**src/pel_pkg.sv**
```systemverilog
// Purpose: Shared constants for the pin event interrupt logic
// Assumes: 8-bit byte address, 32-bit register words
// Notes:   All configuration resets to zero
package pel_pkg;
  localparam int          NUM_CH       = 8;      // Pin channels
  localparam int          SEL_W        = 5;      // Pin select width
  localparam int          SEL_FW       = 8;      // Select field stride
  localparam int          PM_FW        = 3;      // Pattern field width
  localparam int          ADDR_W       = 8;      // Register address bits
  localparam logic [7:0]  SEL_LO_OFS   = 8'h00;  // Selects, channels 0-3
  localparam logic [7:0]  SEL_HI_OFS   = 8'h04;  // Selects, channels 4-7
  localparam logic [7:0]  CH_MODE_OFS  = 8'h08;  // 1 = level, 0 = edge
  localparam logic [7:0]  CH_HI_OFS    = 8'h0c;  // Rise enable / level on
  localparam logic [7:0]  CH_LO_OFS    = 8'h10;  // Fall enable / low active
  localparam logic [7:0]  CH_STAT_OFS  = 8'h14;  // Status, write 1 clears
  localparam logic [7:0]  CH_WAKE_OFS  = 8'h18;  // Wake enables
  localparam logic [7:0]  PM_SRC_OFS   = 8'h1c;  // Slice input selects
  localparam logic [7:0]  PM_COND_OFS  = 8'h20;  // Slice conditions
  localparam logic [7:0]  PM_CTRL_OFS  = 8'h24;  // Endpoints and enables
  localparam logic [7:0]  PM_TERM_OFS  = 8'h28;  // Live product terms
  localparam logic [7:0]  GRP_CTRL_OFS = 8'h30;  // Group control, unit a
  localparam logic [7:0]  GRP_POL_OFS  = 8'h34;  // Group polarity, unit a
  localparam logic [7:0]  GRP_ENA_OFS  = 8'h38;  // Group enable, unit a
  localparam logic [7:0]  GRP_STRIDE   = 8'h10;  // Unit b follows unit a
  localparam int          PM_ON_BIT    = 8;      // Pattern engine on
  localparam int          PM_EV_BIT    = 9;      // Event notify enable
  localparam int          GRP_STAT_BIT = 0;      // Request status, W1C
  localparam int          GRP_AND_BIT  = 1;      // 1 = AND, 0 = OR
  localparam int          GRP_LVL_BIT  = 2;      // 1 = level, 0 = edge
  localparam logic [31:0] REG_RST      = 32'h0;  // Reset value of registers

  // Slice conditions of the pattern engine
  typedef enum logic [2:0] {
    PM_ALWAYS   = 3'h0,  // Constant true
    PM_HIGH     = 3'h1,  // Pin high now
    PM_LOW      = 3'h2,  // Pin low now
    PM_ST_RISE  = 3'h3,  // Rise seen since cleared
    PM_ST_FALL  = 3'h4,  // Fall seen since cleared
    PM_ST_EDGE  = 3'h5,  // Any edge seen since cleared
    PM_EDGE_NOW = 3'h6,  // Edge in this cycle
    PM_NEVER    = 3'h7   // Constant false
  } pm_cond_t;
endpackage : pel_pkg

```
**src/grp_bus_if.sv**
```systemverilog
// Purpose: Carries one group unit's configuration and status
// Assumes: Pins already visible in both raw and synchronised form
// Notes:   One instance per group unit
`timescale 1ns/1ps
interface grp_bus_if #(parameter int N = 32);
  logic [N-1:0] ena;       // Per-pin enable
  logic [N-1:0] pol;       // Per-pin polarity, 1 = active high
  logic [N-1:0] pins;      // Synchronised pins
  logic [N-1:0] raw;       // Unsynchronised pins for wake
  logic         and_mode;  // Combine by AND
  logic         lvl_mode;  // Level triggered
  logic         clr;       // Clear strobe
  logic         sleep;     // Part in power saving mode
  logic         stat;      // Request status
  logic         wake;      // Wake request
  modport unit (input ena, pol, pins, raw, and_mode, lvl_mode, clr, sleep,
                output stat, wake);
  modport ctl  (output ena, pol, pins, raw, and_mode, lvl_mode, clr, sleep,
                input stat, wake);
endinterface : grp_bus_if

```
**src/pin_event_interrupt_logic.sv**
```systemverilog
// Purpose: Pin channels, pattern engine and two grouped interrupt units
// Assumes: Pins asynchronous, register port single cycle
// Notes:   Pattern mode replaces channel requests with product terms
`timescale 1ns/1ps

module pin_event_interrupt_logic #(
  parameter int N_PINS = 32            // Digital pins offered
) (
  input  wire logic              I_MCLK,     // System clock
  input  wire logic              I_RESET_N,  // Sync reset, active low
  input  wire logic [N_PINS-1:0] I_PINS,     // Digital input pins
  input  wire logic              I_SLEEP,    // Part in power saving
  input  wire logic [7:0]        I_ADDR,     // Register byte address
  input  wire logic [31:0]       I_WDATA,    // Write data
  input  wire logic              I_WR,       // Write strobe
  input  wire logic              I_RD,       // Read strobe
  output logic      [31:0]       O_RDATA,    // Read data, next cycle
  output logic      [7:0]        O_PIN_IRQ,  // Channel or term requests
  output logic      [1:0]        O_GRP_IRQ,  // Group requests
  output logic                   O_EVENT,    // CPU event notify pulse
  output logic                   O_WAKE      // Wake request
);
  localparam int NC = pel_pkg::NUM_CH;       // Channel count
  localparam int FW = pel_pkg::PM_FW;        // Pattern field width

  // Refuse pin counts the select fields cannot reach
  if (N_PINS < NC || N_PINS > 32) begin : g_chk
    $error("N_PINS must lie between 8 and 32");
  end

  // Synchroniser and channel inputs
  logic [N_PINS-1:0]        meta;       // First synchroniser stage
  logic [N_PINS-1:0]        pins;       // Synchronised pins
  logic [NC-1:0]            chan_now;   // Selected pin per channel
  logic [NC-1:0]            chan_prev;  // Previous selected pin
  logic [NC-1:0]            rise;       // Rising edge per channel
  logic [NC-1:0]            fall;       // Falling edge per channel

  // Channel configuration and state
  logic [pel_pkg::SEL_W-1:0] sel [NC];  // Pin select per channel
  logic [NC-1:0]            ch_level;   // Level mode
  logic [NC-1:0]            ch_hi;      // Rise enable or level enable
  logic [NC-1:0]            ch_lo;      // Fall enable or low active
  logic [NC-1:0]            ch_stat;    // Edge status flags
  logic [NC-1:0]            ch_wake;    // Wake enables
  logic [NC-1:0]            ch_set;     // Edge events this cycle
  logic [NC-1:0]            ch_lvl;     // Level requests
  logic [NC-1:0]            ch_req;     // Channel request per mode

  // Pattern engine
  logic [FW-1:0]            pm_src [NC];  // Slice input channel
  pel_pkg::pm_cond_t        pm_cond [NC]; // Slice condition
  logic [NC-1:0]            pm_end;     // Slice ends a product term
  logic                     pm_on;      // Engine replaces channels
  logic                     ev_on;      // Event notify enable
  logic [NC-1:0]            pm_b;       // Slice pin now
  logic [NC-1:0]            pm_bp;      // Slice pin before
  logic [NC-1:0]            pm_rise;    // Sticky rise per slice
  logic [NC-1:0]            pm_fall;    // Sticky fall per slice
  logic [NC-1:0]            terms;      // Product terms by endpoint
  logic [NC-1:0]            term_q;     // Terms one cycle ago
  logic [NC-1:0]            new_term;   // Terms becoming true
  logic                     acc;        // Running product
  logic                     tv;         // Slice truth value

  // Group configuration
  logic [N_PINS-1:0]        grp_ena [2];  // Per-pin enable
  logic [N_PINS-1:0]        grp_pol [2];  // Per-pin polarity
  logic [1:0]               grp_and;      // AND combine
  logic [1:0]               grp_lvl;      // Level triggered
  logic [1:0]               grp_stat;     // Status from units
  logic [1:0]               grp_wake;     // Wake from units

  // Register port decode
  logic [31:0]              rd_mux;     // Read value before register
  logic                     wr_sel_lo;  // Write select low word
  logic                     wr_sel_hi;  // Write select high word
  logic                     wr_mode;    // Write channel mode
  logic                     wr_hi;      // Write rise/level enable
  logic                     wr_lo;      // Write fall/low active
  logic                     wr_stat;    // Write channel status
  logic                     wr_wake;    // Write wake enables
  logic                     wr_src;     // Write slice selects
  logic                     wr_cond;    // Write slice conditions
  logic                     wr_pm;      // Write pattern control
  logic [1:0]               wr_gctl;    // Write group control
  logic [1:0]               wr_gpol;    // Write group polarity
  logic [1:0]               wr_gena;    // Write group enable
  logic [NC-1:0]            stat_clr;   // Channel status clear mask
  logic                     pm_clr;     // Sticky flags clear
  logic                     next_wake;  // Next wake value

  assign wr_sel_lo = I_WR && (I_ADDR == pel_pkg::SEL_LO_OFS);
  assign wr_sel_hi = I_WR && (I_ADDR == pel_pkg::SEL_HI_OFS);
  assign wr_mode   = I_WR && (I_ADDR == pel_pkg::CH_MODE_OFS);
  assign wr_hi     = I_WR && (I_ADDR == pel_pkg::CH_HI_OFS);
  assign wr_lo     = I_WR && (I_ADDR == pel_pkg::CH_LO_OFS);
  assign wr_stat   = I_WR && (I_ADDR == pel_pkg::CH_STAT_OFS);
  assign wr_wake   = I_WR && (I_ADDR == pel_pkg::CH_WAKE_OFS);
  assign wr_src    = I_WR && (I_ADDR == pel_pkg::PM_SRC_OFS);
  assign wr_cond   = I_WR && (I_ADDR == pel_pkg::PM_COND_OFS);
  assign wr_pm     = I_WR && (I_ADDR == pel_pkg::PM_CTRL_OFS);
  assign stat_clr  = wr_stat ? I_WDATA[NC-1:0] : '0;
  assign pm_clr    = wr_src || wr_cond || wr_pm;

  // Two-flop synchroniser; only the second stage is looked at
  always_ff @(posedge I_MCLK) begin
    if (!I_RESET_N) begin
      meta <= '0;
      pins <= '0;
    end else begin
      meta <= I_PINS;
      pins <= meta;
    end
  end

  // Channel pin selection and edge detection
  for (genvar c = 0; c < NC; c++) begin : g_ch
    assign chan_now[c] = (int'(sel[c]) < N_PINS) ? pins[sel[c]] : 1'b0;
    assign pm_b[c]     = chan_now[pm_src[c]];
    assign pm_bp[c]    = chan_prev[pm_src[c]];
  end
  assign rise   = chan_now & ~chan_prev;
  assign fall   = ~chan_now & chan_prev;
  assign ch_set = ~ch_level & ((rise & ch_hi) | (fall & ch_lo));
  assign ch_lvl = ch_level & ch_hi & (chan_now ^ ch_lo);
  assign ch_req = ch_lvl | (ch_stat & ~ch_level);

  // Channel select and mode registers
  always_ff @(posedge I_MCLK) begin
    if (!I_RESET_N) begin
      for (int c = 0; c < NC; c++) sel[c] <= '0;
      ch_level <= pel_pkg::REG_RST[NC-1:0];
      ch_hi    <= pel_pkg::REG_RST[NC-1:0];
      ch_lo    <= pel_pkg::REG_RST[NC-1:0];
      ch_wake  <= pel_pkg::REG_RST[NC-1:0];
    end else begin
      for (int c = 0; c < NC / 2; c++) begin
        if (wr_sel_lo) begin
          sel[c] <= I_WDATA[c*pel_pkg::SEL_FW +: pel_pkg::SEL_W];
        end
        if (wr_sel_hi) begin
          sel[c+NC/2] <= I_WDATA[c*pel_pkg::SEL_FW +: pel_pkg::SEL_W];
        end
      end
      if (wr_mode) ch_level <= I_WDATA[NC-1:0];
      if (wr_hi)   ch_hi    <= I_WDATA[NC-1:0];
      if (wr_lo)   ch_lo    <= I_WDATA[NC-1:0];
      if (wr_wake) ch_wake  <= I_WDATA[NC-1:0];
    end
  end

  // Edge status: a new edge wins over a clear in the same cycle
  always_ff @(posedge I_MCLK) begin
    if (!I_RESET_N) begin
      chan_prev <= '0;
      ch_stat   <= '0;
    end else begin
      chan_prev <= chan_now;
      ch_stat   <= ch_set | (ch_stat & ~stat_clr);
    end
  end

  // Pattern engine configuration
  always_ff @(posedge I_MCLK) begin
    if (!I_RESET_N) begin
      for (int s = 0; s < NC; s++) begin
        pm_src[s]  <= '0;
        pm_cond[s] <= pel_pkg::PM_ALWAYS;
      end
      pm_end <= '0;
      pm_on  <= 1'b0;
      ev_on  <= 1'b0;
    end else begin
      for (int s = 0; s < NC; s++) begin
        if (wr_src)  pm_src[s]  <= I_WDATA[s*FW +: FW];
        if (wr_cond) pm_cond[s] <= pel_pkg::pm_cond_t'(I_WDATA[s*FW +: FW]);
      end
      if (wr_pm) begin
        pm_end <= I_WDATA[NC-1:0];
        pm_on  <= I_WDATA[pel_pkg::PM_ON_BIT];
        ev_on  <= I_WDATA[pel_pkg::PM_EV_BIT];
      end
    end
  end

  // Sticky slice flags; a reconfiguration restarts them
  always_ff @(posedge I_MCLK) begin
    if (!I_RESET_N) begin
      pm_rise <= '0;
      pm_fall <= '0;
      term_q  <= '0;
    end else begin
      pm_rise <= (pm_rise & ~{NC{pm_clr}}) | (pm_b & ~pm_bp);
      pm_fall <= (pm_fall & ~{NC{pm_clr}}) | (~pm_b & pm_bp);
      term_q  <= terms;
    end
  end

  // Sum of products: slices AND together up to each endpoint
  always_comb begin
    acc   = 1'b1;
    tv    = 1'b0;
    terms = '0;
    for (int s = 0; s < NC; s++) begin
      case (pm_cond[s])
        pel_pkg::PM_ALWAYS:   tv = 1'b1;
        pel_pkg::PM_HIGH:     tv = pm_b[s];
        pel_pkg::PM_LOW:      tv = !pm_b[s];
        pel_pkg::PM_ST_RISE:  tv = pm_rise[s] || (pm_b[s] && !pm_bp[s]);
        pel_pkg::PM_ST_FALL:  tv = pm_fall[s] || (!pm_b[s] && pm_bp[s]);
        pel_pkg::PM_ST_EDGE:  tv = pm_rise[s] || pm_fall[s] ||
                                   (pm_b[s] != pm_bp[s]);
        pel_pkg::PM_EDGE_NOW: tv = pm_b[s] != pm_bp[s];
        default:              tv = 1'b0;
      endcase
      acc = acc && tv;
      if (pm_end[s]) begin
        terms[s] = acc;
        acc      = 1'b1;
      end
    end
  end
  assign new_term = terms & ~term_q;

  // Wake: channels and groups only, never the pattern engine
  assign next_wake = (I_SLEEP && !pm_on && |(ch_req & ch_wake))
                     || (|grp_wake);

  // Request, event and wake outputs
  always_ff @(posedge I_MCLK) begin
    if (!I_RESET_N) begin
      O_PIN_IRQ <= '0;
      O_EVENT   <= 1'b0;
      O_WAKE    <= 1'b0;
    end else begin
      O_PIN_IRQ <= pm_on ? terms : ch_req;
      O_EVENT   <= pm_on && ev_on && |new_term;
      O_WAKE    <= next_wake;
    end
  end

  // Grouped interrupt units
  grp_bus_if #(.N(N_PINS)) gbus [2] ();
  for (genvar g = 0; g < 2; g++) begin : g_grp
    localparam logic [7:0] GOFS = 8'(g) * pel_pkg::GRP_STRIDE;
    assign wr_gctl[g] = I_WR && (I_ADDR == pel_pkg::GRP_CTRL_OFS + GOFS);
    assign wr_gpol[g] = I_WR && (I_ADDR == pel_pkg::GRP_POL_OFS + GOFS);
    assign wr_gena[g] = I_WR && (I_ADDR == pel_pkg::GRP_ENA_OFS + GOFS);
    assign gbus[g].ena      = grp_ena[g];
    assign gbus[g].pol      = grp_pol[g];
    assign gbus[g].pins     = pins;
    assign gbus[g].raw      = I_PINS;
    assign gbus[g].and_mode = grp_and[g];
    assign gbus[g].lvl_mode = grp_lvl[g];
    assign gbus[g].clr      = wr_gctl[g] && I_WDATA[pel_pkg::GRP_STAT_BIT];
    assign gbus[g].sleep    = I_SLEEP;
    assign grp_stat[g]      = gbus[g].stat;
    assign grp_wake[g]      = gbus[g].wake;

    // Group configuration registers
    always_ff @(posedge I_MCLK) begin
      if (!I_RESET_N) begin
        grp_ena[g] <= '0;
        grp_pol[g] <= '0;
        grp_and[g] <= 1'b0;
        grp_lvl[g] <= 1'b0;
      end else begin
        if (wr_gena[g]) grp_ena[g] <= I_WDATA[N_PINS-1:0];
        if (wr_gpol[g]) grp_pol[g] <= I_WDATA[N_PINS-1:0];
        if (wr_gctl[g]) begin
          grp_and[g] <= I_WDATA[pel_pkg::GRP_AND_BIT];
          grp_lvl[g] <= I_WDATA[pel_pkg::GRP_LVL_BIT];
        end
      end
    end
  end
  assign O_GRP_IRQ = grp_stat;

  group_irq_unit #(.N(N_PINS)) group_irq_unit_a (
    .I_MCLK    (I_MCLK),
    .I_RESET_N (I_RESET_N),
    .bus       (gbus[0])
  );
  group_irq_unit #(.N(N_PINS)) group_irq_unit_b (
    .I_MCLK    (I_MCLK),
    .I_RESET_N (I_RESET_N),
    .bus       (gbus[1])
  );

  // Read multiplexer; unmapped addresses read zero
  always_comb begin
    rd_mux = '0;
    if (I_ADDR == pel_pkg::SEL_LO_OFS) begin
      for (int c = 0; c < NC / 2; c++)
        rd_mux[c*pel_pkg::SEL_FW +: pel_pkg::SEL_W] = sel[c];
    end else if (I_ADDR == pel_pkg::SEL_HI_OFS) begin
      for (int c = 0; c < NC / 2; c++)
        rd_mux[c*pel_pkg::SEL_FW +: pel_pkg::SEL_W] = sel[c+NC/2];
    end else if (I_ADDR == pel_pkg::CH_MODE_OFS) begin
      rd_mux[NC-1:0] = ch_level;
    end else if (I_ADDR == pel_pkg::CH_HI_OFS) begin
      rd_mux[NC-1:0] = ch_hi;
    end else if (I_ADDR == pel_pkg::CH_LO_OFS) begin
      rd_mux[NC-1:0] = ch_lo;
    end else if (I_ADDR == pel_pkg::CH_STAT_OFS) begin
      rd_mux[NC-1:0] = ch_req;
    end else if (I_ADDR == pel_pkg::CH_WAKE_OFS) begin
      rd_mux[NC-1:0] = ch_wake;
    end else if (I_ADDR == pel_pkg::PM_SRC_OFS) begin
      for (int s = 0; s < NC; s++) rd_mux[s*FW +: FW] = pm_src[s];
    end else if (I_ADDR == pel_pkg::PM_COND_OFS) begin
      for (int s = 0; s < NC; s++) rd_mux[s*FW +: FW] = pm_cond[s];
    end else if (I_ADDR == pel_pkg::PM_CTRL_OFS) begin
      rd_mux[NC-1:0]              = pm_end;
      rd_mux[pel_pkg::PM_ON_BIT] = pm_on;
      rd_mux[pel_pkg::PM_EV_BIT] = ev_on;
    end else if (I_ADDR == pel_pkg::PM_TERM_OFS) begin
      rd_mux[NC-1:0] = terms;
    end else begin
      for (int g = 0; g < 2; g++) begin
        if (I_ADDR == pel_pkg::GRP_CTRL_OFS + 8'(g) * pel_pkg::GRP_STRIDE)
        begin
          rd_mux[pel_pkg::GRP_STAT_BIT] = grp_stat[g];
          rd_mux[pel_pkg::GRP_AND_BIT]  = grp_and[g];
          rd_mux[pel_pkg::GRP_LVL_BIT]  = grp_lvl[g];
        end
        if (I_ADDR == pel_pkg::GRP_POL_OFS + 8'(g) * pel_pkg::GRP_STRIDE)
          rd_mux[N_PINS-1:0] = grp_pol[g];
        if (I_ADDR == pel_pkg::GRP_ENA_OFS + 8'(g) * pel_pkg::GRP_STRIDE)
          rd_mux[N_PINS-1:0] = grp_ena[g];
      end
    end
  end

  // Read data stands only in the cycle after the strobe
  always_ff @(posedge I_MCLK) begin
    if (!I_RESET_N) begin
      O_RDATA <= '0;
    end else begin
      O_RDATA <= I_RD ? rd_mux : '0;
    end
  end
endmodule : pin_event_interrupt_logic

```
**src/group_irq_unit.sv**
```systemverilog
// Purpose: One grouped pin interrupt unit
// Assumes: Clear strobe is one cycle long
// Notes:   Wake runs from raw pins so it leads the request
`timescale 1ns/1ps
module group_irq_unit #(parameter int N = 32) (
  input wire logic I_MCLK,     // System clock
  input wire logic I_RESET_N,  // Synchronous reset, active low
  grp_bus_if.unit  bus         // Configuration and status
);
  logic hit_s;    // Pattern on synchronised pins
  logic hit_r;    // Pattern on raw pins
  logic hit_q;    // Previous synchronised pattern
  logic set;      // Status set condition

  // Combine enabled, polarity adjusted inputs; the settings come in as
  // arguments so the assigns below re-evaluate when software writes them
  function automatic logic hit(input logic [N-1:0] p,
                               input logic [N-1:0] pol,
                               input logic [N-1:0] ena,
                               input logic         and_mode);
    logic [N-1:0] act;
    act = ~(p ^ pol);
    if (and_mode) begin
      hit = (|ena) && (&(act | ~ena));
    end else begin
      hit = |(act & ena);
    end
  endfunction : hit

  assign hit_s = hit(bus.pins, bus.pol, bus.ena, bus.and_mode);
  assign hit_r = hit(bus.raw, bus.pol, bus.ena, bus.and_mode);
  assign set   = bus.lvl_mode ? hit_s : (hit_s && !hit_q);

  // Status: set wins over software clear
  always_ff @(posedge I_MCLK) begin
    if (!I_RESET_N) begin
      hit_q    <= 1'b0;
      bus.stat <= 1'b0;
      bus.wake <= 1'b0;
    end else begin
      hit_q    <= hit_s;
      bus.stat <= set || (bus.stat && !bus.clr);
      bus.wake <= bus.sleep && hit_r;
    end
  end
endmodule : group_irq_unit

```
**config.mk**
```make
export PLATFORM = sky130hd
export DESIGN_NAME = pin_event_interrupt_logic
export DESIGN_NICKNAME = d
export VERILOG_FILES = /design/src/pel_pkg.sv /design/src/grp_bus_if.sv /design/src/pin_event_interrupt_logic.sv /design/src/group_irq_unit.sv
export SDC_FILE = /design/constraint.sdc
export NUM_CORES = 1
export LEC_CHECK = 0
export BUFFER_PORTS_ARGS = -buffer_cell sky130_fd_sc_hd__buf_2
export CAP_MARGIN = 20
export CORE_ASPECT_RATIO = 0.7
export CORE_MARGIN = 2
export CORE_UTILIZATION = 40
export DETAILED_ROUTE_END_ITERATION = 12
export PLACE_DENSITY = 0.55
export SLEW_MARGIN = 0
export SYNTH_ARGS = -nofsm -noshare
export SYNTH_HDL_FRONTEND = slang
export SYNTH_SLANG_ARGS = --single-unit
```
**constraint.sdc**
```tcl
create_clock -name I_MCLK -period 11.8 [get_ports I_MCLK]
set_input_delay 1.18 -clock I_MCLK [delete_from_list [all_inputs] [get_ports I_MCLK]]
set_output_delay 1.18 -clock I_MCLK [all_outputs]
set_load 0.02 [all_outputs]
```
# Yosys cells after proc, flatten, opt, wreduce, memory -nomap -nowiden
# Memory sizes are Yosys's and may differ from the RTL's.
# Index checks and enable logic that the tools add are counted.
word_totals:
  register_bits: 198
  latchBits: 0
  ramBits: 216
  rom_bits: 0
  input_bits: 77
  elab_cells: 521
  memories: 5
classes:
  addsub: 0
  mul: 0
  div_mod_pow: 0
  magnitude_cmp: 16
  eq_ne: 72
  shift: 0
  n_mux: 181
  n_bitwise: 77
  reduce_logical: 139
mem_list:
  columns: ["memory", "depth", "width", "read_ports", "rd_clocked_by_memory_dff", "wr", "line_no", "text"]
  rows:
  - ["grp_ena", 2, 32, 2, 0, 2, "pin_event_interrupt_logic.sv:67", "logic [N_PINS-1:0] grp_ena [2];"]
  - ["grp_pol", 2, 32, 2, 0, 2, "pin_event_interrupt_logic.sv:68", "logic [N_PINS-1:0] grp_pol [2];"]
  - ["sel", 8, 5, 8, 0, 8, "pin_event_interrupt_logic.sv:40", "logic [pel_pkg::SEL_W-1:0] sel [NC];"]
  - ["pm_cond", 8, 3, 8, 0, 8, "pin_event_interrupt_logic.sv:52", "pel_pkg::pm_cond_t pm_cond [NC];"]
  - ["pm_src", 8, 3, 8, 0, 8, "pin_event_interrupt_logic.sv:51", "logic [FW-1:0] pm_src [NC];"]
op_table:
  columns: ["cell", "count"]
  rows:
  - ["32-bit two-way mux", 15]
  - ["24-bit two-way mux", 13]
  - ["32-bit inverter", 6]
  - ["32-bit OR reduction", 6]
  - ["32-bit bitwise AND", 4]
  - ["32-bit OR", 4]
  - ["32-bit AND reduction", 4]
  - ["32-bit bitwise XOR", 4]
  - ["8-bit bitwise AND", 15]
  - ["21-bit two-way mux", 5]
  - ["5-bit two-way mux", 18]
  - ["3-bit equality test (second input constant)", 24]
  - ["1-bit two-way mux", 70]
  - ["8-bit two-way mux", 8]
  - ["8-bit inverter", 8]
  - ["1-bit one-hot mux with 7 select lines", 8]
  - ["1-bit logical AND", 55]
  - ["3-bit two-way mux", 18]
  - ["1-bit binary-select mux with 3-bit select", 16]
  - ["3-bit by 2-bit equality test with 1-bit output (second input constant)", 16]
  - ["8-bit by 6-bit equality test with 1-bit output (second input constant)", 6]
  - ["5-bit by 6-bit less-than comparator with 1-bit output (second input constant)", 8]
  - ["1-bit binary-select mux with 5-bit select", 8]
  - ["8-bit OR", 5]
  - ["other kinds (22)", 141]

# Depth between registers and ports, before layout
# Gate-level depths: netlist (run 1).
depth:
  ltp_word: 35
  ltp_mapped: 24
  ltp_nobuf: 21

# Hierarchy
# From an unflattened synthesis (run 1), not the netlist that was laid out.
hier_totals:
  hier_cells: 2579
  area_unflattened_um2: 24008.0
modules_own_cells:
  columns: ["mod", "instances", "cells_per_inst", "area_each_um2"]
  rows:
  - ["pin_event_interrupt_logic", 1, 2159, 21052.7]
  - ["group_irq_unit", 2, 210, 1477.7]

# Least setup slack after synthesis (run 1)
# No wires, ideal clock.
synth_timing:
  kind: "reg-to-reg"
  from: "memory sel[1][16] (netlist bit)"
  to: "register O_EVENT"
  setup_ns: 0.131
  t_arrival_ns: 3.957
  required_ns: 11.669
  setup_slack_ns: 7.712
  stages_incl_launch_ff: 24
  n_path_buf: 3
  synth_period_minus_slack_ns: 4.088
  cell_sequence: "edfxtp_1 > buf_6 > buf_12 > mux2i_1 > a22oi_1 > nand2_1 > a21oi_2 > a311oi_2 > buf_4 > a22o_1 > or3_1 > mux2_2 > ha_1 > nor4_1 > a21oi_1 > nand3_1 > o21ai_0 > mux2_2 > o211ai_1 > o21ai_1 > o211a_4 > o311ai_4 > or2_1 > a41oi_2"
synth_lines:
  columns: ["element", "line_no", "text"]
  rows:
  - ["from (decl)", "pin_event_interrupt_logic.sv:40", null]
  - ["to (signal assigned)", "pin_event_interrupt_logic.sv:238", "O_EVENT <= pm_on && ev_on && |new_term;"]
  - ["to (decl)", "pin_event_interrupt_logic.sv:20", "output logic O_EVENT,"]

==> results of run 1 <==
-- sequential cells by signal, indices dropped and copies added, names as in the netlist, 24 cells and up --
| register | cells |
|---|---|
| sel | 40 |
| grp_ena | 64 |
| meta | 32 |
| pm_src | 24 |
| O_RDATA | 32 |
| grp_pol | 64 |
| gbus.pins | 32 |
| pm_cond | 24 |
-- cell families after synthesis --
family / after synthesis / synth area share
mux: 180 / 0.09131
flops: 414 / 0.4382
compound gates: 544 / 0.1632
simple gates: 911 / 0.1970
fa+ha+maj: 16 / 0.008435
xor+xnor: 138 / 0.05093
buf+inv: 250 / 0.05093
-- per-stage QoR --
step / area [um^2] / hold WS, ns / setup WS, ns
after floorplan: 23730 / 0.4119 / 7.712
after global placement: 24920 / 0.4147 / 6.704
after detailed placement: 24920 / 0.4169 / 6.632
after CTS: 26430 / 0.4318 / 6.629
after global routing: 26430 / 0.4403 / 6.245
final: 26440 / 0.4290 / 6.456
-- critical path, cell delays in order (launching register included) --
cell and delay (ns):
edfxtp_1 1.04, mux2i_1 0.18, a211oi_1 0.29, nand3_1 0.13, nand4_2 0.34, inv_1 0.25, mux4_2 0.51, mux2i_1 0.32
ha_1 0.32, nor3b_1 0.14, o21ai_0 0.14, nand2_1 0.06, nand2_1 0.08, nor2_1 0.05, a221oi_2 0.48, o211a_4 0.30
nand3_1 0.13, a31o_1 0.26, a221oi_2 0.22
-- power by group through the flow --
stage	Combinational [mW]	Sequential, mW	Clock, mW
after floorplan	0.329	1.65	0
after global placement	0.490	1.73	0
after detailed placement	0.490	1.73	0
after CTS	0.492	1.70	1.49
after global routing	0.537	1.71	1.54
final	0.511	1.71	1.48
-- routing by layer --
metal	GRT usage	vias to the layer above
li1	-	9126
met1	0.5735	10770
met2	0.5034	1593
met3	0.1226	223
met4	0.1036	6
met5	0	-
-- Yosys cell counts (12+ instances only) --
master	number
o21ai_0	49
a222oi_1	38
mux2i_1	146
a31oi_1	12
nand2b_1	22
nand3_1	97
o22ai_1	65
nor2_1	187
xor2_1	65
nor4_1	26
clkbuf_1	90
dfxtp_1	203
nor3_1	12
xnor2_1	73
a221oi_1	28
buf_2	29
nor2b_1	18
and2_1	254
a22oi_1	118
nand4_1	24
a21oi_1	125
a211oi_1	20
mux4_2	26
nand2_1	206
inv_1	100
edfxtp_1	211
ha_1	16
-- path summary, 6_finish.rpt --
| path | start | endpoint | slack, ns |
|---|---|---|---|
| worst max-delay path | sel[0][1] | O_RDATA[5] | 6.46 |
| worst min-delay path | meta[25] | gbus[0].pins[25] | 0.43 |
| worst max register to register | sel[0][1] | O_RDATA[5] | 6.46 |
| worst min register to register | meta[25] | gbus[0].pins[25] | 0.43 |
-- layout make-up --
type / count / area [um^2]
clock inverter: 21 / 203.9
fill: 5664 / 32080
inverter: 100 / 375.4
tap: 798 / 998.5
multi-input combinational: 1789 / 12150
timing repair buffer: 172 / 991.0
sequential: 414 / 10400
antenna: 3 / 7.507
clock buffer: 63 / 1309
==> impl_metrics.py, run 1 <==
metrics = {
    "status": {
        "outcome": "completed",
    },
    "route": {
        "maxUsedRoutingLayer": "met5",
        "met2WireLength_um": 46180,
        "totalWireLength_um": 117700,
        "dr.pass1.iters": 10,
        "wl_met3_um": 15870,
        "wl_per_cell_um": 35.04,
        "drt_iter0_drc": 3439,
        "met1Wirelength_um": 52170,
        "vias_per_cell": 6.465,
        "drc_errors": 0,
        "vias": 21720,
        "drt.antenna.violating_nets": 0,
    },
    "finish": {
        "syn2layout_area_growth_pct": 11.39,
        "layout_common_cells": "and2_1, edfxtp_1, nand2_1",
        "final_common_cell": "and2_1",
        "nets": 2615,
        "fin_util": 0.4518,
        "drive_above_1_share": 0.1262,
        "stdcell_count": 3360,
    },
    "logic_synthesis": {
        "ys_seq_area_frac": 0.4382,
        "synth_flop_cell": "edfxtp_1",
        "synth_top_cell_by_area": "edfxtp_1",
        "synthCells": 2453,
        "syn_area_per_cell_um2": 9.675,
        "ys_seq_elements": 414,
        "synth-edff-count": 211,
        "synth_async_sr_flop_share": 0,
        "synth_cell_type_count": 97,
        "synth_area_um2": 23730,
        "yosys_warnings": 0,
        "netlist_top_cells_area": "edfxtp_1, dfxtp_1, and2_1",
        "synth_nets": 2546,
        "synth_top_area_share": 0.2670,
    },
    "clock_network": {
        "postCtsSetupRepairBufs": 0,
        "numCtsBuffers": 45,
        "clk_latency_ns": 0.61,
        "cts_sinks": 414,
        "cts.clk_slew.worst_paths_ns": 0.07,
        "cts-resized-gates": 0,
        "clockBufferDepth": 3,
        "htree_levels": 2,
        "cts_tree": "yes",
        "cts-root-buf": "clkbuf_16",
        "hold_buffers": 0,
    },
    "pwr": {
        "leakagePower_nw": 9.751,
        "finalPower_mw": 3.698,
        "clkPwrFrac": 0.399,
        "switching_power_mw": 1.114,
        "pwr-share-comb": 0.138,
        "irDropWorstVdd_v": 0.00009390,
        "power.density_nw_per_um2": 139.9,
        "pwr-share-seq": 0.462,
        "netSwitchingFraction": 0.3013,
        "intPower_mw": 2.584,
    },
    "worst_setup_path": {
        "worstSetupStartpointType": "flop",
        "path_class": "flop to flop",
        "crit_fanout": 17,
        "arrival_ns": 5.87,
        "ff2ff_path_depth": 18,
        "end_kind": "flop",
        "cp_data_required_time_ns": 12.33,
    },
    "hold_path": {
        "hold_class": "flop to flop",
        "whs_path_depth": 1,
    },
    "floorplanning": {
        "die_area_um2": 61330,
        "rows": 74,
        "core_um2": 58520,
        "ios": 121,
        "die_w_um": 295.1,
        "start_util": 0.4056,
        "die_h_um": 207.8,
    },
    "global_routing": {
        "antenna_found_initial": 12,
        "grt_max_degree": 71,
        "grt_overflow": 0,
        "grt_pass1_vias": 20110,
        "grt_usage": 0.3776,
        "grt_first_pass_wirelength_um": 161500,
    },
    "run": {
        "maxCapViolations": 0,
    },
    "sta": {
        "finalSetupViolCount": 0,
        "hold_violations": 0,
        "tns_ns": 0,
        "maxSlewHeadroom": 0.1758,
        "fin_crit_ns": 5.344,
        "worst_pin_slew_ns": 1.236,
        "report.final.slew_viol_count": 0,
        "period_share": 0.4529,
        "rsz0062_at_grt": "false",
        "fmax_ghz": 0.1871,
        "skew_ns": 0.03135,
    },
    "placement": {
        "routabilityCongestion": 1.054,
        "io_buffers": 120,
        "place_hpwl_um": 88040,
        "place_inst": 3273,
    },
}
(Power assumes the default switching activity.)
==> run 2, diff against run 1 <==
--- a/config.mk
+++ b/config.mk
@@ -5,13 +5,14 @@
 export SDC_FILE = /design/constraint.sdc
 export NUM_CORES = 1
 export LEC_CHECK = 0
+export ABC_AREA = 1
 export BUFFER_PORTS_ARGS = -buffer_cell sky130_fd_sc_hd__buf_2
 export CAP_MARGIN = 20
 export CORE_ASPECT_RATIO = 0.7
 export CORE_MARGIN = 2
 export CORE_UTILIZATION = 40
 export DETAILED_ROUTE_END_ITERATION = 12
-export PLACE_DENSITY = 0.55
+export PLACE_DENSITY = 0.57
 export SLEW_MARGIN = 0
 export SYNTH_ARGS = -nofsm -noshare
 export SYNTH_HDL_FRONTEND = slang
==> constraint.sdc (replaced) <==
create_clock -name I_MCLK -period 4.4 [get_ports I_MCLK]
set_input_delay 0.44 -clock I_MCLK [delete_from_list [all_inputs] [get_ports I_MCLK]]
set_output_delay 0.44 -clock I_MCLK [all_outputs]
set_load 0.02 [all_outputs]
==> impl_metrics.py, run 2 <==
metrics = {
    "worst_setup_path": {
        "startpoint": "sel[1][5]",
        "cpMostUsedCell": "nand2_2",
        "r2r_end": "O_RDATA[4]",
        "critPathTopFamily": "simple AND/OR/NAND/NOR gates",
        "end_kind": "flop",
        "r2r_slack_ns": 0.03,
        "worstSetupStartpointType": "flop",
        "cp_num_buf_inv": 5,
        "endpoint": "O_RDATA[4]",
        "r2r-start": "sel[1][5]",
        "crit_fanout": 8,
        "arrival_ns": 4.86,
        "cp_data_required_time_ns": 4.89,
        "worst-path-stages": 36,
        "path_class": "flop to flop",
        "crit_slowest_cell": "edfxtp_1",
        "critPathMaxStageDelay_ns": 0.50,
        "ff2ff_path_depth": 36,
    },
    "logic_synthesis": {
        "synth_most_common_cell": "nand2_1",
        "synth_area_um2": 23690,
        "ys_seq_area_frac": 0.4390,
        "synth_nets": 3226,
        "yosys_warnings": 0,
        "synthSimpleGateAreaFrac": 0.2566,
        "netlist_top_cells_area": "edfxtp_1, dfxtp_1, nand2_1",
        "synth-compound-area-share": 0.1506,
        "synthCells": 3133,
        "synth_top_family_by_area": "simple AND/OR/NAND/NOR gates",
        "synth_top_area_share": 0.2675,
        "synth-edff-count": 211,
        "synth_flop_cell": "edfxtp_1",
        "synth_common_cells": "nand2_1, nor2_1, inv_1",
        "synthMuxAreaShare": 0,
        "synth_async_sr_flop_share": 0,
        "synth_cell_type_count": 60,
        "synth_top_cell_by_area": "edfxtp_1",
        "synth_xor_area_frac": 0.04917,
        "synthAdderAreaFrac": 0.008451,
        "syn_area_per_cell_um2": 7.561,
        "ys_seq_elements": 414,
    },
    "route": {
        "vias": 24430,
        "vias_per_cell": 5.878,
        "drt_iter0_drc": 3688,
        "drc_errors": 0,
        "wl_per_cell_um": 26.82,
        "totalWireLength_um": 111500,
        "dr.pass1.iters": 6,
        "drt.antenna.violating_nets": 0,
    },
    "global_routing": {
        "grt_overflow": 0,
        "antenna_found_initial": 1,
        "grt_max_degree": 89,
        "grt_pass1_vias": 22410,
        "grt_usage": 0.3565,
        "grt_first_pass_wirelength_um": 157700,
    },
    "clock_network": {
        "cts_tree": "yes",
        "cts.clk_slew.worst_paths_ns": 0.06,
        "cts_sinks": 414,
        "numCtsBuffers": 45,
        "clk_latency_ns": 0.60,
        "clockBufferDepth": 3,
        "htree_levels": 2,
        "cts-root-buf": "clkbuf_16",
    },
    "sta": {
        "maxSlewHeadroom": 0.2139,
        "holdWs_ns": 0.1020,
        "skew_ns": 0.01656,
        "hold_violations": 0,
        "fmax_ghz": 0.2287,
        "fin_crit_ns": 4.373,
        "finalSetupViolCount": 0,
        "rsz0062_at_grt": "true",
        "worst_pin_slew_ns": 1.168,
        "period_share": 0.9939,
        "report.final.slew_viol_count": 0,
    },
    "floorplanning": {
        "die_w_um": 294.9,
        "core_um2": 58420,
        "start_util": 0.4055,
        "ios": 121,
        "rows": 74,
        "die_h_um": 207.6,
        "die_area_um2": 61220,
    },
    "pwr": {
        "irDropWorstVdd_v": 0.0002605,
        "clkPwrFrac": 0.402,
        "leakagePower_nw": 11.89,
        "power.density_nw_per_um2": 359.4,
        "intPower_mw": 7.104,
        "pwr-share-seq": 0.438,
        "netSwitchingFraction": 0.2965,
        "pwr-share-comb": 0.160,
        "switching_power_mw": 2.994,
    },
    "finish": {
        "syn2layout_area_growth_pct": 18.60,
        "final_common_cell": "nand2_1",
        "drive_above_1_share": 0.1438,
        "stdcell_count": 4156,
        "nets": 3414,
        "reg_top3": "grp_ena (64), grp_pol (64), sel (40)",
        "antennaDiodeCount": 0,
        "layout_common_cells": "nand2_1, nor2_1, inv_1",
        "n_fill_cell": 5777,
    },
    "hold_path": {
        "hp-start": "I_PINS[27]",
        "hold_class": "input pin to flop",
    },
    "placement": {
        "place_inst": 4053,
        "io_buffers": 120,
        "routabilityCongestion": 1.051,
        "place_hpwl_um": 82980,
    },
    "status": {
        "outcome": "completed",
    },
    "run": {
        "maxCapViolations": 0,
    },
}
-- run 2: changes by cell type after synthesis, moves of 29 or more --
| cell | delta |
|---|---|
| a222oi_1 | -38 |
| a22oi_1 | -118 |
| inv_1 | +258 |
| nand2_1 | +479 |
| nand3_1 | +150 |
| xor2_1 | -29 |
| and2_1 | -254 |
| o21ai_0 | +173 |
| mux2i_1 | -146 |
| nor2_1 | +200 |
-- run 2: cell families (layout without fill, tap and decap cells) --
kind of cell,count (synthesis),after routing
flip-flops,414,414
buffers and inverters,535,760
adder cells (fa/ha/maj),16,16
AND/OR/NAND/NOR,1441,1441
AO/OA/AOI/OAI,594,594
XOR/XNOR,133,133
-- run 2: power groups by stage --
stage | Clock [mW] | Combinational, mW | Sequential, mW
after floorplan | 0 | 0.869 | 4.40
after global placement | 0 | 1.48 | 4.49
after detailed placement | 0 | 1.49 | 4.49
after CTS | 4.09 | 1.50 | 4.41
after global routing | 4.25 | 1.72 | 4.44
final | 4.06 | 1.62 | 4.42
-- run 2: worst min path at each step --
stage / endpoint / slack [ns] / depth (start not counted)
after floorplan: gbus[0].pins[0] / 0.39 / 2
after global placement: gbus[0].pins[29] / 0.39 / 2
after detailed placement: gbus[0].pins[28] / 0.40 / 2
after CTS: meta[27] / 0.08 / 3
after global routing: meta[27] / 0.11 / 3
final: meta[27] / 0.10 / 3
-- run 2: metal layers --
layer | GRT usage | up-vias | part of all wire
met4 | 0.1114 | 0 | 0.034
met5 | 0 | - | 0
met2 | 0.4759 | 1595 | 0.38
met1 | 0.5434 | 11740 | 0.44
met3 | 0.1025 | 240 | 0.14
li1 | - | 10850 | -
-- run 2: area by class of cell --
class,count,area [um^2],share of cell area
Clock buffer,64,1353,0.04814
Tap cell,798,998.5,0.03554
Inverter,383,1473,0.05242
Timing Repair Buffer,293,2450,0.08720
Sequential cell,414,10400,0.3702
Multi-Input combinational cell,2184,11220,0.3994
Clock inverter,20,198.9,0.007081
-- run 2: what timing repair did --
action                                  in CTS  in global routing
resized for setup                            4                 63
cloned                                       0                  2
hold buffers                                 0                  0
endpoints found under the setup margin       1                  7
pin swaps                                    2                 46
buffers inserted                             2                 12
-- run 2: through the flow --
stage / instance area (um^2) / setup TNS [ns] / worst slack [ns] / total power, mW / util
after global placement: 26130 / -0.04002 / -0.04002 / 5.970 / 0.4472
after detailed placement: 26130 / -0.1039 / -0.1039 / 5.984 / 0.4472
after CTS: 27710 / 0 / 0.03051 / 10.01 / 0.4743
after floorplan: 23690 / 0 / 0.7424 / 5.272 / -
after global routing: 28090 / -0.3320 / -0.1893 / 10.40 / 0.4809
final: 28090 / 0 / 0.02692 / 10.10 / 0.4809
-- run 2: tightest hold or removal path, stage by stage --
cell and delay [ns]:
buf_2 0.13, nand2_1 0.06, inv_1 0.04
